<file path="src/rtl/ivm_pkg.sv">
// constants for the interrupt vector map and flag bookkeeping block
// assumes a single 40 MHz system clock and an active-low asynchronous reset
package ivm_pkg;

	////////////////////////////////////////////////////////////////////////////////
	// source counts and field widths
	localparam int          NSRC       = 118;        // user sources, vectors 8..125
	localparam int          PRIO_W     = 3;          // eight priority levels
	localparam int          VEC_W      = 7;          // pending vector number width
	localparam int          LVL_W      = 4;          // pending level width
	localparam int          ADDR_W     = 24;         // program address width
	localparam int          NTRAP      = 5;          // processor trap sources
	localparam int          CTRL_W     = 16;         // global control register width

	////////////////////////////////////////////////////////////////////////////////
	// vector numbers and table addresses
	localparam logic [6:0]  USER_VEC_BASE = 7'h08;   // first user vector
	localparam logic [6:0]  TRAP_VEC_BASE = 7'h01;   // oscillator failure vector
	localparam logic [23:0] PRIMARY_BASE  = 24'h000004; // vector 0 slot, primary table
	localparam logic [23:0] ALT_OFFSET    = 24'h000100; // alternate table displacement
	localparam logic [23:0] CODE_START    = 24'h000200; // first word after both tables

	////////////////////////////////////////////////////////////////////////////////
	// natural-order positions of the three external pins
	localparam int          EXT0_POS   = 0;          // vector 8
	localparam int          EXT1_POS   = 20;         // vector 28
	localparam int          EXT2_POS   = 29;         // vector 37

	////////////////////////////////////////////////////////////////////////////////
	// first global control register fields
	localparam int          C1_NEST_OFF = 15;        // nesting disable
	localparam int          C1_OSC      = 1;         // oscillator failure status
	localparam int          C1_STK      = 2;         // stack error status
	localparam int          C1_ADDR     = 3;         // address error status
	localparam int          C1_MATH     = 4;         // math error status
	localparam int          C1_DMA      = 5;         // dma error status
	localparam logic [15:0] C1_WMASK    = 16'hfffe;  // bit 0 unimplemented
	localparam logic [15:0] C1_RESET    = 16'h0000;

	////////////////////////////////////////////////////////////////////////////////
	// second global control register fields
	localparam int          C2_ALT_SEL  = 15;        // alternate table select
	localparam logic [15:0] C2_WMASK    = 16'h8007;  // select bit and three polarities
	localparam logic [15:0] C2_RESET    = 16'h0000;

	////////////////////////////////////////////////////////////////////////////////
	// fixed levels presented for traps, above every user level
	localparam logic [3:0]  TRAP_LVL_TOP = 4'he;     // oscillator failure, falling by vector

	// mask of natural-order positions that have a connected source
	function automatic logic [NSRC-1:0] conn_mask();
		logic [NSRC-1:0] m;
		m = '0;
		for (int i = 0; i <= 14; i++) m[i] = 1'b1;   // vectors 8..22
		for (int i = 16; i <= 20; i++) m[i] = 1'b1;  // vectors 24..28
		for (int i = 22; i <= 36; i++) m[i] = 1'b1;  // vectors 30..44
		for (int i = 45; i <= 46; i++) m[i] = 1'b1;  // vectors 53..54
		for (int i = 59; i <= 62; i++) m[i] = 1'b1;  // vectors 67..70
		for (int i = 65; i <= 70; i++) m[i] = 1'b1;  // vectors 73..78
		for (int i = 78; i <= 79; i++) m[i] = 1'b1;  // vectors 86..87
		return m;
	endfunction

	localparam logic [NSRC-1:0] CONNECTED = conn_mask();

	// table address of a vector in either table
	function automatic logic [23:0] vec_addr(input logic [6:0] vec, input logic alt);
		logic [23:0] a;
		a = PRIMARY_BASE + {16'h0000, vec, 1'b0};
		return alt ? a + ALT_OFFSET : a;
	endfunction

endpackage

</file>
<file path="src/rtl/ivm_arbiter.sv">
// priority arbiter over the active user sources
// assumes active already combines flag, enable and connection
module ivm_arbiter (
	input  wire logic [ivm_pkg::NSRC-1:0]                active_i,   // flag and enable both set
	input  wire logic [ivm_pkg::NSRC*ivm_pkg::PRIO_W-1:0] prio_i,     // packed priority fields
	output logic                                         valid_o,    // some source nonzero level
	output logic [6:0]                                   index_o,    // winning natural order
	output logic [ivm_pkg::PRIO_W-1:0]                   level_o     // winning priority
);

	////////////////////////////////////////////////////////////////////////////////
	// scan from the highest index down so lower natural order wins ties
	always_comb begin
		logic [ivm_pkg::PRIO_W-1:0] p;
		p       = '0;
		valid_o = 1'b0;
		index_o = 7'h00;
		level_o = '0;
		for (int i = ivm_pkg::NSRC - 1; i >= 0; i--) begin
			p = prio_i[i*ivm_pkg::PRIO_W +: ivm_pkg::PRIO_W];
			if (active_i[i] && p != '0 && p >= level_o) begin
				valid_o = 1'b1;
				index_o = 7'(i);
				level_o = p;
			end
		end
	end

endmodule // ivm_arbiter

</file>
<file path="src/rtl/ivm_core.sv">
// interrupt vector map: request flags, trap status, vector selection
// assumes all inputs synchronous to CLK_SYS_I; software writes arrive as strobes

////////////////////////////////////////////////////////////////////////////////
// Functional notes
// - thirty registers: controls, flag/enable/priority banks, pending
// - first control: nesting disable plus trap flags
// - second control: pin edge polarity, alternate select
// - hardware sets flag, software write clears it
// - one enable bit per source
// - three-bit priority per user source
// - latch pending vector number and level
// - bits allocated in vector order from vector 8
// - vectors one to five are the traps
// - alternate table offset 0x100 words
// - vectors 8 to 16 fixed sources
// - vectors 17 to 22 and 24 to 28 fixed sources
// - vectors 30 to 44 fixed sources
// - vectors 53-54, 67-70, 73-78 and 86-87 fixed sources
// - alternate select redirects every vector fetch
// - lower vector wins natural priority
module ivm_core (
	input  wire logic                                  CLK_SYS_I,        // 40 MHz system clock
	input  wire logic                                  RESETN_I,         // async reset, active low
	input  wire logic [ivm_pkg::NSRC-1:0]              SRC_EVT_I,        // peripheral request pulses
	input  wire logic [2:0]                            EXT_PIN_I,        // external request pins
	input  wire logic [ivm_pkg::NTRAP-1:0]             TRAP_EVT_I,       // trap events, vectors 1..5
	input  wire logic [ivm_pkg::NSRC-1:0]              FLAG_CLR_I,       // software clear strobes
	input  wire logic [ivm_pkg::NSRC-1:0]              ENABLE_I,         // enable bank contents
	input  wire logic [ivm_pkg::NSRC*ivm_pkg::PRIO_W-1:0] PRIORITY_I,    // priority bank contents
	input  wire logic                                  CTRL1_WR_I,       // first control write
	input  wire logic [ivm_pkg::CTRL_W-1:0]            CTRL1_WDATA_I,    // first control data
	input  wire logic                                  CTRL2_WR_I,       // second control write
	input  wire logic [ivm_pkg::CTRL_W-1:0]            CTRL2_WDATA_I,    // second control data
	input  wire logic [ivm_pkg::LVL_W-1:0]             CPU_LEVEL_I,      // current cpu level
	input  wire logic                                  CPU_IN_SERVICE_I, // cpu inside a handler
	output logic      [ivm_pkg::NSRC-1:0]              FLAG_O,           // request flag bank
	output logic      [ivm_pkg::CTRL_W-1:0]            CTRL1_O,          // first control readback
	output logic      [ivm_pkg::CTRL_W-1:0]            CTRL2_O,          // second control readback
	output logic                                       IRQ_REQ_O,        // vector pending to cpu
	output logic      [ivm_pkg::VEC_W-1:0]             VEC_NUM_O,        // pending vector number
	output logic      [ivm_pkg::LVL_W-1:0]             LEVEL_O,          // pending level
	output logic      [ivm_pkg::ADDR_W-1:0]            VEC_ADDR_O        // table slot to fetch
);

	////////////////////////////////////////////////////////////////////////////////
	// state
	logic [ivm_pkg::NSRC-1:0]   flag_q, flag_d;        // request flags
	logic [ivm_pkg::CTRL_W-1:0] ctrl1_q, ctrl1_d;      // first global control
	logic [ivm_pkg::CTRL_W-1:0] ctrl2_q, ctrl2_d;      // second global control
	logic [2:0]                 pin_q, pin_d;          // previous pin levels
	logic                       req_q, req_d;          // pending valid
	logic [ivm_pkg::VEC_W-1:0]  vec_q, vec_d;          // pending vector
	logic [ivm_pkg::LVL_W-1:0]  lvl_q, lvl_d;          // pending level
	logic [ivm_pkg::ADDR_W-1:0] addr_q, addr_d;        // fetch address

	////////////////////////////////////////////////////////////////////////////////
	// combinational helpers
	logic [2:0]                 ext_edge;              // polarity-qualified pin edges
	logic [ivm_pkg::NSRC-1:0]   set_vec;               // flag set requests
	logic [ivm_pkg::NSRC-1:0]   active;                // flag and enable
	logic                       arb_valid;             // arbiter found a source
	logic [6:0]                 arb_index;             // winning natural order
	logic [ivm_pkg::PRIO_W-1:0] arb_level;             // winning priority
	logic [ivm_pkg::NTRAP-1:0]  trap_flags;            // trap status in vector order

	// trap flags ordered by vector 1..5
	assign trap_flags = {ctrl1_q[ivm_pkg::C1_DMA], ctrl1_q[ivm_pkg::C1_MATH],
	                     ctrl1_q[ivm_pkg::C1_STK], ctrl1_q[ivm_pkg::C1_ADDR],
	                     ctrl1_q[ivm_pkg::C1_OSC]};

	////////////////////////////////////////////////////////////////////////////////
	// external pin edge detect and flag set/clear
	always_comb begin
		for (int k = 0; k < 3; k++) begin
			// polarity bit set means falling edge
			ext_edge[k] = ctrl2_q[k] ? (pin_q[k] & ~EXT_PIN_I[k])
			                         : (~pin_q[k] & EXT_PIN_I[k]);
		end
		set_vec = SRC_EVT_I;
		set_vec[ivm_pkg::EXT0_POS] = ext_edge[0];
		set_vec[ivm_pkg::EXT1_POS] = ext_edge[1];
		set_vec[ivm_pkg::EXT2_POS] = ext_edge[2];
		pin_d  = EXT_PIN_I;
		// set wins over a clear in the same cycle
		flag_d = (flag_q & ~FLAG_CLR_I) | (set_vec & ivm_pkg::CONNECTED);
		active = flag_q & ENABLE_I & ivm_pkg::CONNECTED;
	end

	////////////////////////////////////////////////////////////////////////////////
	// global control registers
	always_comb begin
		ctrl1_d = ctrl1_q;
		if (CTRL1_WR_I) begin
			ctrl1_d = CTRL1_WDATA_I & ivm_pkg::C1_WMASK;
		end
		// trap events set status after the write so they are not lost
		ctrl1_d[ivm_pkg::C1_OSC]  = ctrl1_d[ivm_pkg::C1_OSC]  | TRAP_EVT_I[0];
		ctrl1_d[ivm_pkg::C1_ADDR] = ctrl1_d[ivm_pkg::C1_ADDR] | TRAP_EVT_I[1];
		ctrl1_d[ivm_pkg::C1_STK]  = ctrl1_d[ivm_pkg::C1_STK]  | TRAP_EVT_I[2];
		ctrl1_d[ivm_pkg::C1_MATH] = ctrl1_d[ivm_pkg::C1_MATH] | TRAP_EVT_I[3];
		ctrl1_d[ivm_pkg::C1_DMA]  = ctrl1_d[ivm_pkg::C1_DMA]  | TRAP_EVT_I[4];
		ctrl2_d = CTRL2_WR_I ? (CTRL2_WDATA_I & ivm_pkg::C2_WMASK) : ctrl2_q;
	end

	////////////////////////////////////////////////////////////////////////////////
	// user source arbitration
	ivm_arbiter u_arb (
		.active_i (active),
		.prio_i   (PRIORITY_I),
		.valid_o  (arb_valid),
		.index_o  (arb_index),
		.level_o  (arb_level)
	);

	////////////////////////////////////////////////////////////////////////////////
	// pending vector selection: traps first, then user sources
	always_comb begin
		logic user_ok;
		user_ok = arb_valid && ({1'b0, arb_level} > CPU_LEVEL_I)
		          && !(ctrl1_q[ivm_pkg::C1_NEST_OFF] && CPU_IN_SERVICE_I);
		req_d = 1'b0;
		vec_d = vec_q;
		lvl_d = lvl_q;
		// lowest trap vector wins, highest index scanned first
		for (int t = ivm_pkg::NTRAP - 1; t >= 0; t--) begin
			if (trap_flags[t]) begin
				req_d = 1'b1;
				vec_d = ivm_pkg::TRAP_VEC_BASE + 7'(t);
				lvl_d = ivm_pkg::TRAP_LVL_TOP - 4'(t);
			end
		end
		if (!req_d && user_ok) begin
			req_d = 1'b1;
			vec_d = ivm_pkg::USER_VEC_BASE + arb_index;
			lvl_d = {1'b0, arb_level};
		end
		addr_d = ivm_pkg::vec_addr(vec_d, ctrl2_q[ivm_pkg::C2_ALT_SEL]);
	end

	////////////////////////////////////////////////////////////////////////////////
	// registers
	always_ff @(posedge CLK_SYS_I or negedge RESETN_I) begin
		if (!RESETN_I) begin
			flag_q  <= '0;
			ctrl1_q <= ivm_pkg::C1_RESET;
			ctrl2_q <= ivm_pkg::C2_RESET;
			pin_q   <= 3'h0;
			req_q   <= 1'b0;
			vec_q   <= 7'h00;
			lvl_q   <= 4'h0;
			addr_q  <= 24'h000000;
		end else begin
			flag_q  <= flag_d;
			ctrl1_q <= ctrl1_d;
			ctrl2_q <= ctrl2_d;
			pin_q   <= pin_d;
			req_q   <= req_d;
			vec_q   <= vec_d;
			lvl_q   <= lvl_d;
			addr_q  <= addr_d;
		end
	end

	////////////////////////////////////////////////////////////////////////////////
	// outputs, all from flip-flops
	assign FLAG_O     = flag_q;
	assign CTRL1_O    = ctrl1_q;
	assign CTRL2_O    = ctrl2_q;
	assign IRQ_REQ_O  = req_q;
	assign VEC_NUM_O  = vec_q;
	assign LEVEL_O    = lvl_q;
	assign VEC_ADDR_O = addr_q;

endmodule // ivm_core

</file>
<file path="config.mk">
export PLATFORM = sky130hd
export DESIGN_NAME = ivm_core
export DESIGN_NICKNAME = d
export VERILOG_FILES = /design/src/rtl/ivm_pkg.sv /design/src/rtl/ivm_arbiter.sv /design/src/rtl/ivm_core.sv
export SDC_FILE = /design/constraint.sdc
export NUM_CORES = 1
export LEC_CHECK = 0
export ABC_AREA = 1
export BUFFER_PORTS_ARGS = -buffer_cell sky130_fd_sc_hd__buf_2
export CAP_MARGIN = 15
export CORE_AREA = 2 2 365 367
export CTS_CLUSTER_SIZE = 14
export DETAILED_ROUTE_END_ITERATION = 10
export DIE_AREA = 0 0 367 369
export GPL_TIMING_DRIVEN = 0
export PLACE_DENSITY = 0.36
export SLEW_MARGIN = 20
export SYNTH_ARGS = -nofsm -noshare
export SYNTH_HDL_FRONTEND = slang
export SYNTH_SLANG_ARGS = --single-unit
</file>
<file path="constraint.sdc">
create_clock -name CLK_SYS_I -period 123.7 [get_ports CLK_SYS_I]
set_input_delay 12.37 -clock CLK_SYS_I [delete_from_list [all_inputs] [get_ports CLK_SYS_I]]
set_output_delay 12.37 -clock CLK_SYS_I [all_outputs]
set_load 0.03 [all_outputs]
</file>
; ---- Word-level counts from Yosys, hierarchy flattened
; Cells that the tools add are included.
[totals]
inputBits = 757
elab_cells = 407
out_inout_bits = 186
reg_bits = 162
[classes]
reduce_logical = 154
bitwise_logic = 21
add_sub_neg = 3
mux = 170
n_lt_le_gt_ge = 50
[ops]
columns = operator, count
row1 = 7-bit two-way mux, 55
row2 = 3-bit two-way mux, 49
row3 = 3-bit nonzero test, 49
row4 = 3-bit greater-or-equal comparator, 48
row5 = 118-bit AND, 1
row6 = 118-bit NOT, 1
row7 = 118-bit by 80-bit OR with 118-bit output, 1
row8 = 1-bit logical AND, 102
row9 = 80-bit AND, 1
row10 = 1-bit two-way mux, 58
row11 = 4-bit two-way mux, 6
row12 = "9-bit by 9-bit adder with 10-bit output, second input constant", 1
row13 = 10-bit two-way mux, 1
row14 = "3-bit by 8-bit adder with 9-bit output, first input constant", 1
row15 = "4-bit by 7-bit adder with 7-bit output, first input constant", 1
row16 = 1-bit AND, 6
row17 = 6-bit two-way mux, 1
row18 = 1-bit NOT, 6
row19 = 6-bit nonzero test, 1
row20 = 1-bit OR, 5
row21 = 3-bit by 4-bit greater-than comparator with 1-bit output, 1
row22 = "3-bit by 1-bit greater-or-equal comparator with 1-bit output, second input constant", 1
row23 = 1-bit zero test, 2

; ---- Longest topological paths before layout
; Gate-level depths: netlist (run 1).
[logic_depth]
ltp_word = 156
mapped_depth = 438
mapped_depth_nobuf = 436

; ---- Cells and area by module
; Synthesis (run 1) repeated with hierarchy kept, for this count alone.
[hier_totals]
hier_cells = 3511
area_unflattened_um2 = 21064.0
[by_module_without_submodules]
columns = mod, area_per_inst_um2, n_inst, cells_each, seq_area_each_um2
row1 = ivm_arbiter, 14532.7, 1, 2849, 0.0
row2 = ivm_core, 6531.3, 1, 662, 4003.8

; ---- Worst setup path after synthesis (run 1)
; OpenSTA, ideal clock, no wires.
[synth_path]
path_type = input port to flip-flop
from = input port PRIORITY_I[238] (netlist bit)
to = register addr_q, in the netlist VEC_ADDR_O[8]
n_path_buf = 2
slack_ns = 67.272
setup_ns = 0.126
arrival_ns = 56.302
stages = 365
t_required_ns = 123.574
path_cell_list = o31ai_1 > nor2_1 > ha_1 > inv_1 > nand2_1 > nand2_1 > nand2_1 > nand2_2 > o21ai_0 > ha_1 > inv_1 > nand2_1 > o21ai_0 > clkinv_1 > nand2_2 > nand2_2 > nand2_2 > nand2_1 > (+329 left out) > nand3_1 > o211ai_1 > nand2_1 > clkinv_1 > nand2_1 > a21boi_0 > inv_1 > ha_1 > nand2_1 > nor2_1 > a2111oi_0 > nand3_2 > buf_6 > o21ai_4 > ha_1 > nand3_2 > nor3b_2 > ha_1
[synth_between]
elab_chain_len = 156
elab_cells_between_ends = 256
cone_classes = add/sub: 3 / order compare: 50 / mux: 149 / reduce/logical: 54
[synth_rtl]
columns = element, line_no
row1 = start: declaration, ivm_core.sv:30  ; input wire logic [ivm_pkg::NSRC*ivm_pkg::PRIO_W-1:0] PRIORITY_I,
row2 = "parallel branches: the longest is 152 deep, another holds 3-bit by 1-bit greater-or-equal comparator with 1-bit output", n/a
row3 = 7-bit two-way mux *, ivm_core.sv:133  ; if (!req_d && user_ok) begin
row4 = "named net vec_d, one bit", ivm_core.sv:53  ; logic [ivm_pkg::VEC_W-1:0] vec_q, vec_d;
row5 = 3-bit by 8-bit adder with 9-bit output *, ivm_pkg.sv:69  ; a = PRIMARY_BASE + {16'h0000, vec, 1'b0};
row6 = 9-bit by 9-bit adder with 10-bit output, ivm_pkg.sv:70  ; return alt ? a + ALT_OFFSET : a;
row7 = 10-bit two-way mux *, ivm_pkg.sv:70
row8 = "named net addr_d, one bit", ivm_core.sv:55  ; logic [ivm_pkg::ADDR_W-1:0] addr_q, addr_d;
row9 = end signal: assignment, ivm_core.sv:161  ; addr_q <= addr_d;
row10 = end: declaration, ivm_core.sv:55
; Mark *: on every way through the listed nets, which the timed path passes.
; A chain may end at the register's enable or synchronous reset.

; ---- Worst setup path after layout (run 1)
; Same ends and word-level chain as after synthesis.

==> metrics.txt, run 1 <==
# TYPE chip_impl_metric gauge
chip_impl_info{name="status",value="completed"} 1
chip_impl_metric{name="power-per-cell-area",unit="mW/mm2"} 11.3
chip_impl_metric{name="final.setup_skew",unit="ns"} 0.0300
chip_impl_metric{name="initial_core_util",unit=""} 0.0962
chip_impl_metric{name="drt-initial-drc-count",unit=""} 428
chip_impl_metric{name="drv.max_cap_violation_count",unit=""} 0
chip_impl_metric{name="hold_depth",unit=""} 2
chip_impl_metric{name="globalRoute.totalOverflow",unit=""} 0
chip_impl_metric{name="detail_route.wl_per_cell",unit="um"} 14.1
chip_impl_metric{name="finish.cell_count_without_fillers",unit=""} 4198
chip_impl_metric{name="synthDominantCellAreaShare",unit=""} 0.317
chip_impl_metric{name="stdcell_area",unit="mm2"} 0.0184
chip_impl_metric{name="internal_power",unit="uW"} 114
chip_impl_metric{name="post_dp_cell_area",unit="mm2"} 0.0178
chip_impl_metric{name="clk_pin_slew_worst_paths",unit="ns"} 0.08
chip_impl_metric{name="core_area",unit="mm2"} 0.131
chip_impl_metric{name="area_of_the_die",unit="mm2"} 0.135
chip_impl_metric{name="place.gp.congestion",unit=""} 0.756
chip_impl_metric{name="cts.htree.levels",unit=""} 4
chip_impl_metric{name="slew_viol_final",unit=""} 0
chip_impl_metric{name="worst-path-buf-inv",unit=""} 45
chip_impl_metric{name="grt.total_usage",unit=""} 0.0873
chip_impl_info{name="synth_commonest_cells",value="390 x inv_1, 359 x nand2_1, 160 x dfrtp_1, 152 x nor2_1, 149 x nand3_1"} 1
chip_impl_metric{name="number_of_buffers_inserted_to_repair_setup_after_cts",unit=""} 0
chip_impl_metric{name="via_density",unit=""} 3.17
chip_impl_metric{name="synth-seq-area-share",unit=""} 0.317
chip_impl_metric{name="via_count_of_the_first_global_routing_pass",unit=""} 13200
chip_impl_metric{name="power_leakage",unit="nW"} 10.0
chip_impl_metric{name="worst-slew-pin-transition",unit="ns"} 0.870
chip_impl_metric{name="cpPeakStageDelay",unit="ns"} 0.67
chip_impl_info{name="worstHoldPathType",value="reg -> reg"} 1
chip_impl_metric{name="drt_wl_total",unit="um"} 59300
chip_impl_metric{name="drc_errors",unit=""} 0
chip_impl_metric{name="post_synth_inst_count",unit=""} 1822
chip_impl_metric{name="ctsHoldBuffers",unit=""} 0
chip_impl_metric{name="worst_ep_arrival_time",unit="ns"} 65.02
chip_impl_info{name="synth_top_flop_cell",value="dfrtp_1"} 1
chip_impl_info{name="worst_r2r_endpoint",value="VEC_ADDR_O[8]"} 1
chip_impl_metric{name="grt_pass1_wl",unit="um"} 84800
chip_impl_metric{name="nNetsFinal",unit=""} 3241
chip_impl_metric{name="period_needed",unit="ns"} 64.60
chip_impl_metric{name="drive_above_1_share",unit=""} 0.343
chip_impl_metric{name="detailed_place_hpwl",unit="um"} 52400
chip_impl_metric{name="io_buf_count",unit=""} 552
chip_impl_metric{name="power.sequential.fraction",unit=""} 0.268
chip_impl_metric{name="worst-endpoint-required",unit="ns"} 124.12
chip_impl_metric{name="finalSetupViolCount",unit=""} 0
chip_impl_metric{name="number_of_buffers_created_by_cts",unit=""} 17
chip_impl_metric{name="num-fill-cells",unit=""} 15300
chip_impl_metric{name="fmax",unit="MHz"} 15.5
chip_impl_metric{name="post_cts.resized_instances",unit=""} 0
chip_impl_metric{name="timing.slew.headroom",unit=""} 0.420
chip_impl_metric{name="std_cell_rows",unit=""} 133
chip_impl_info{name="clk_root_buffer_cell",value="clkbuf_16"} 1
chip_impl_metric{name="post_drt_antenna_nets",unit=""} 0
chip_impl_metric{name="maximum_number_of_pins_on_one_net_before_global_route_repair",unit=""} 78
chip_impl_metric{name="synthDistinctLibCells",unit=""} 51
chip_impl_metric{name="ys_async_sr_fraction",unit=""} 1.00
chip_impl_info{name="critical_path.top_delay_family",value="simple AND/OR/NAND/NOR gates"} 1
chip_impl_metric{name="clockBufferDepth",unit=""} 2
chip_impl_metric{name="net-switching-power",unit="uW"} 94.8
chip_impl_info{name="rr_startpoint",value="FLAG_O[79]"} 1
chip_impl_metric{name="detailedRoute.firstPassIterationCount",unit=""} 4
chip_impl_metric{name="portion_of_total_power_attributed_to_combinational_logic",unit=""} 0.441
chip_impl_metric{name="worst_skew_pair.late_latency",unit="ns"} 0.55
chip_impl_metric{name="timing.final.ws_setup",unit="ns"} 59.10
chip_impl_metric{name="reg2reg_slack",unit="ns"} 70.87
chip_impl_metric{name="die-height",unit="um"} 369
chip_impl_info{name="netlist.top_cell.by_area",value="dfrtp_1"} 1
chip_impl_metric{name="timing.reg2reg.worst_path_depth",unit=""} 376
chip_impl_metric{name="final.setup.tns",unit="ns"} 0
chip_impl_metric{name="area.growth.synth_to_final",unit="%"} 45.8
chip_impl_info{name="worstSetupStartpointType",value="primary input"} 1
chip_impl_info{name="synth.most_common_cell",value="inv_1"} 1
chip_impl_info{name="tritoncts",value="done"} 1
chip_impl_metric{name="final_hold_fails",unit=""} 0
chip_impl_metric{name="die_w",unit="um"} 367
chip_impl_metric{name="numPlacedInstances",unit=""} 4159
chip_impl_metric{name="synth_enable_flop_cells",unit=""} 0
chip_impl_metric{name="crit_cells",unit=""} 375
chip_impl_metric{name="antenna_violations_before_repair",unit=""} 45
chip_impl_info{name="ys_top_cells_by_area",value="dfrtp_1 32%, inv_1 12%, nand2_1 11%"} 1
chip_impl_metric{name="switching_share",unit=""} 0.455
chip_impl_info{name="worstHoldEndpoint",value="FLAG_O[86]"} 1
chip_impl_info{name="worst-setup-path-type",value="in -> reg"} 1
chip_impl_metric{name="final.period_utilization",unit=""} 0.522
chip_impl_metric{name="number_of_top_level_design_ports",unit=""} 943
chip_impl_metric{name="clock_power_share",unit=""} 0.291
chip_impl_metric{name="place_worst_setup_slack",unit="ns"} 57.09
chip_impl_metric{name="detailroute.via_count",unit=""} 13300
chip_impl_metric{name="synth-warning-count",unit=""} 0
chip_impl_info{name="hold_start",value="FLAG_O[86]"} 1
chip_impl_metric{name="vdd_drop_max",unit="uV"} 11.2
chip_impl_info{name="rsz0062_at_grt",value="false"} 1
chip_impl_info{name="critical_path.most_common_cell",value="nand2_2"} 1
chip_impl_info{name="crit_path_end_kind",value="flop"} 1
chip_impl_metric{name="cts.sinks",unit=""} 160
chip_impl_metric{name="netlist_area",unit="mm2"} 0.0126
chip_impl_metric{name="timing.critical_path.fanout_max",unit=""} 10
chip_impl_metric{name="synth-seq-cells",unit=""} 160
chip_impl_info{name="crit_slowest_cell",value="o21ai_0"} 1
chip_impl_metric{name="postSynthAreaPerCell",unit="um2"} 6.93
## final cells by class
type                    instances  area, um2  share of cell area
clock buffers                  17        425              0.0231
diodes                          7       17.5            0.000952
multi-input cells            1251       6950               0.378
clock inverters                15        204              0.0111
well taps                    1755       2200               0.119
plain buffers                  33        244              0.0133
flip-flops and latches        160       4000               0.218
repair buffers                555       2830               0.154
inverters                     405       1520              0.0828
## cell families after synthesis
| kind of cell | count (synthesis) | synth area share |
|---|---|---|
| simple gates | 864 | 0.333 |
| buf+inv | 438 | 0.140 |
| compound gates | 284 | 0.137 |
| flops | 160 | 0.317 |
| fa+ha+maj | 61 | 0.0605 |
| mux | 11 | 0.00982 |
| xor+xnor | 3 | 0.00208 |
| other cells | 1 | 0.000297 |
## power by group through the flow
stage | sequential (mW) | clock [mW] | combinational, mW
2_1_floorplan | 0.0604 | 0 | 0.0591
3_3_place_gp | 0.0570 | 0 | 0.0945
3_5_place_dp | 0.0570 | 0 | 0.0952
4_1_cts | 0.0560 | 0.0658 | 0.0957
5_1_grt | 0.0563 | 0.0667 | 0.107
6_report | 0.0559 | 0.0607 | 0.0919
## state kept, by name, summed over array words and instances, names as in the netlist
register,cells
CTRL1_O,15
CTRL2_O,4
FLAG_O,118
IRQ_REQ_O,1
LEVEL_O,4
VEC_ADDR_O,8
VEC_NUM_O,7
pin_q,3
## tightest hold or removal path: stages (launching register included)
cell and delay, ns:
dfrtp_1 0.38, inv_1 0.05, nor2_1 0.03
## layer usage
metal | vias to the layer above | GRT usage | part of all wire
li1 | 6934 | - | -
met1 | 5836 | 0.107 | 0.45
met2 | 437 | 0.140 | 0.45
met3 | 69 | 0.0352 | 0.085
met4 | 28 | 0.0257 | 0.017
met5 | - | 0 | 0.0032
## cell usage in the layout, fill, tap and decap left out, types with 6 or more instances in the layout
| cell | count |
|---|---|
| a21oi_1 | 48 |
| buf_2 | 552 |
| buf_4 | 30 |
| clkbuf_16 | 17 |
| clkinv_8 | 7 |
| conb_1 | 28 |
| dfrtp_1 | 160 |
| diode_2 | 7 |
| ha_1 | 61 |
| inv_1 | 390 |
| inv_2 | 11 |
| mux2_2 | 11 |
| nand2_1 | 359 |
| nand2_2 | 115 |
| nand2_4 | 8 |
| nand3_1 | 149 |
| nand3_2 | 50 |
| nand4_1 | 10 |
| nor2_1 | 152 |
| nor3_1 | 10 |
| o21ai_0 | 120 |
| o21ai_1 | 6 |
| o21bai_1 | 47 |
| o31ai_1 | 21 |
## stage by stage
step	power, mW	utilization	hold WS [ns]
after floorplan	0.119	-	0.459
after global placement	0.151	0.135	0.456
after detailed placement	0.152	0.135	0.459
after CTS	0.217	0.140	0.489
after global routing	0.230	0.140	0.508
final	0.208	0.140	0.487
## how the worst max path moves through the flow
| stage | startpoint | end |
|---|---|---|
| 2_1_floorplan | PRIORITY_I[238] | VEC_ADDR_O[8] |
| 3_3_place_gp | PRIORITY_I[238] | VEC_ADDR_O[8] |
| 3_5_place_dp | PRIORITY_I[238] | VEC_ADDR_O[8] |
| 4_1_cts | PRIORITY_I[238] | VEC_ADDR_O[8] |
| 5_1_grt | PRIORITY_I[238] | VEC_ADDR_O[8] |
| 6_report | PRIORITY_I[238] | VEC_ADDR_O[8] |
No activity file was read; power rests on OpenSTA's default activity.
==> run 2, diff against run 1 <==
CORE_AREA = 2 2 366 368   (was 2 2 365 367)
DIE_AREA = 0 0 368 370   (was 0 0 367 369)
clock period = 63.7 ns   (was 123.7 ns; I/O delays follow)
==> metrics.txt, run 2 (synthesis results as in run 1) <==
# TYPE chip_impl_metric gauge
chip_impl_metric{name="power-per-cell-area",unit="mW/mm2"} 22.1
chip_impl_info{name="clk_root_buffer_cell",value="clkbuf_16"} 1
chip_impl_metric{name="area_of_the_die",unit="mm2"} 0.136
chip_impl_metric{name="number_of_buffers_created_by_cts",unit=""} 17
chip_impl_info{name="crit_slowest_cell",value="a2111oi_4"} 1
chip_impl_info{name="rr_startpoint",value="FLAG_O[79]"} 1
chip_impl_metric{name="cts.htree.levels",unit=""} 4
chip_impl_metric{name="grt_pass1_wl",unit="um"} 84300
chip_impl_info{name="most_common_cell_after_layout_fill_and_taps_aside",value="buf_2"} 1
chip_impl_metric{name="grt.total_usage",unit=""} 0.0869
chip_impl_metric{name="timing.reg2reg.worst_path_depth",unit=""} 383
chip_impl_metric{name="final.period_utilization",unit=""} 0.891
chip_impl_metric{name="detailed_place_hpwl",unit="um"} 52500
chip_impl_metric{name="worst_skew_pair.late_latency",unit="ns"} 0.54
chip_impl_info{name="worstHoldPathType",value="reg -> reg"} 1
chip_impl_metric{name="place.gp.congestion",unit=""} 0.772
chip_impl_metric{name="clk_pin_slew_worst_paths",unit="ns"} 0.08
chip_impl_metric{name="hold_depth",unit=""} 2
chip_impl_metric{name="drt_wl_total",unit="um"} 59800
chip_impl_info{name="critPathLaunch",value="PRIORITY_I[238]"} 1
chip_impl_metric{name="detailedRoute.firstPassIterationCount",unit=""} 5
chip_impl_metric{name="detail_route.wl_per_cell",unit="um"} 14.2
chip_impl_metric{name="power_leakage",unit="nW"} 10.0
chip_impl_metric{name="via_count_of_the_first_global_routing_pass",unit=""} 12900
chip_impl_metric{name="io_buf_count",unit=""} 552
chip_impl_info{name="crit_path_end_kind",value="flop"} 1
chip_impl_info{name="status",value="completed"} 1
chip_impl_info{name="worst_r2r_endpoint",value="VEC_ADDR_O[8]"} 1
chip_impl_metric{name="num-fill-cells",unit=""} 15500
chip_impl_info{name="hold_start",value="FLAG_O[107]"} 1
chip_impl_metric{name="core_area",unit="mm2"} 0.132
chip_impl_metric{name="std_cell_rows",unit=""} 134
chip_impl_metric{name="die-height",unit="um"} 370
chip_impl_metric{name="period_needed",unit="ns"} 56.76
chip_impl_metric{name="clockBufferDepth",unit=""} 2
chip_impl_metric{name="nNetsFinal",unit=""} 3242
chip_impl_info{name="tritoncts",value="done"} 1
chip_impl_info{name="critical_path.most_common_cell",value="nand2_2"} 1
chip_impl_metric{name="detailroute.via_count",unit=""} 13300
chip_impl_metric{name="area.growth.synth_to_final",unit="%"} 46.3
chip_impl_metric{name="drive_above_1_share",unit=""} 0.344
chip_impl_info{name="worst-setup-path-type",value="in -> reg"} 1
chip_impl_metric{name="worst-slew-pin-transition",unit="ns"} 0.944
chip_impl_metric{name="timing.final.ws_setup",unit="ns"} 6.94
chip_impl_metric{name="final_hold_fails",unit=""} 0
chip_impl_metric{name="post_drt_antenna_nets",unit=""} 0
chip_impl_metric{name="initial_core_util",unit=""} 0.0953
chip_impl_metric{name="reg2reg_slack",unit="ns"} 12.61
chip_impl_metric{name="place_worst_setup_slack",unit="ns"} 2.77
chip_impl_metric{name="drt-initial-drc-count",unit=""} 399
chip_impl_metric{name="cpPeakStageDelay",unit="ns"} 0.43
chip_impl_metric{name="number_of_top_level_design_ports",unit=""} 943
chip_impl_metric{name="die_w",unit="um"} 368
chip_impl_metric{name="footprint_of_the_multi_input_gates",unit="mm2"} 0.00698
chip_impl_metric{name="vdd_drop_max",unit="uV"} 23.0
chip_impl_metric{name="worst-endpoint-required",unit="ns"} 64.11
chip_impl_info{name="worstSetupStartpointType",value="primary input"} 1
chip_impl_metric{name="slew_viol_final",unit=""} 0
chip_impl_metric{name="globalRoute.totalOverflow",unit=""} 0
chip_impl_metric{name="antenna_violations_before_repair",unit=""} 41
chip_impl_metric{name="largest_register_ffs",unit=""} 118
chip_impl_metric{name="drc_errors",unit=""} 0
chip_impl_info{name="rsz0062_at_grt",value="false"} 1
chip_impl_metric{name="drv.max_cap_violation_count",unit=""} 0
chip_impl_metric{name="maximum_number_of_pins_on_one_net_before_global_route_repair",unit=""} 80
chip_impl_info{name="mostFrequentLayoutCells",value="551 x buf_2, 390 x inv_1, 359 x nand2_1, 160 x dfrtp_1, 152 x nor2_1"} 1
chip_impl_metric{name="via_density",unit=""} 3.17
chip_impl_metric{name="worst_ep_arrival_time",unit="ns"} 57.17
chip_impl_metric{name="finalSetupViolCount",unit=""} 0
chip_impl_metric{name="final.setup_skew",unit="ns"} 0.0296
chip_impl_metric{name="timing.slew.headroom",unit=""} 0.365
chip_impl_metric{name="fmax",unit="MHz"} 17.6
chip_impl_metric{name="cts.sinks",unit=""} 160
chip_impl_info{name="worstHoldEndpoint",value="FLAG_O[107]"} 1
chip_impl_metric{name="final.setup.tns",unit="ns"} 0
chip_impl_metric{name="timing.critical_path.fanout_max",unit=""} 10
chip_impl_metric{name="ctsHoldBuffers",unit=""} 0
chip_impl_metric{name="final-seq-area",unit="mm2"} 0.00400
## run 2: changes by cell type in the layout (fill, tap and decap cells not counted), sizes merged
cell	delta
clkinv	-3
inv	+2
clkinvlp	+1
buf	+1
## run 2: how the worst max path moves through the flow
| stage | end | slack, ns | cells after the start |
|---|---|---|---|
| detailed placement | VEC_ADDR_O[8] | 2.77 | 374 |
| global placement | VEC_ADDR_O[8] | 2.54 | 366 |
| global route | VEC_ADDR_O[8] | 0.01 | 396 |
| CTS | VEC_ADDR_O[8] | 3.19 | 374 |
| finish | VEC_ADDR_O[8] | 6.94 | 382 |
| floorplan | VEC_ADDR_O[8] | 13.27 | 365 |
## run 2: routing by layer
layer / share of wire / up-vias / GRT usage
li1: - / 6926 / -
met2: 0.45 / 447 / 0.139
met5: 0.0021 / - / 0
met3: 0.072 / 55 / 0.0291
met4: 0.012 / 20 / 0.0201
met1: 0.46 / 5898 / 0.112
## run 2: report_power, final
part,internal [mW],switching (mW)
Sequential,0.105,0.00354
Combinational,0.0621,0.118
Clock,0.0542,0.0644
Total,0.222,0.186
## run 2: final cells by class
class / instances / share of cell area
plain buffers: 33 / 0.0132
clock buffers: 17 / 0.0231
flip-flops and latches: 160 / 0.217
diodes: 7 / 0.000949
multi-input cells: 1251 / 0.378
clock inverters: 15 / 0.0109
well taps: 1768 / 0.120
inverters: 405 / 0.0828
repair buffers: 556 / 0.154
## run 2: stage by stage
step	total power [mW]	instance area, um2	std cells	utilization	hold WS (ns)
finish	0.407	18500	4212	0.139	0.485
CTS	0.423	18400	4203	0.139	0.484
detailed placement	0.295	17800	4171	0.134	0.457
global placement	0.294	17700	4169	0.134	0.460
floorplan	0.232	12700	1849	-	0.459
global route	0.449	18400	4207	0.139	0.503
## run 2: critical path, delay by kind of cell
family | cells | cell delay, ns
simple gates | 197 | 18.80
fa+ha+maj | 51 | 14.53
compound gates | 92 | 14.23
buf+inv | 42 | 3.15
## run 2: timing repair
action                     in CTS  in global routing
gates resized for setup         0                 16
setup endpoints to repair       0                 20
setup buffers                   0                  2
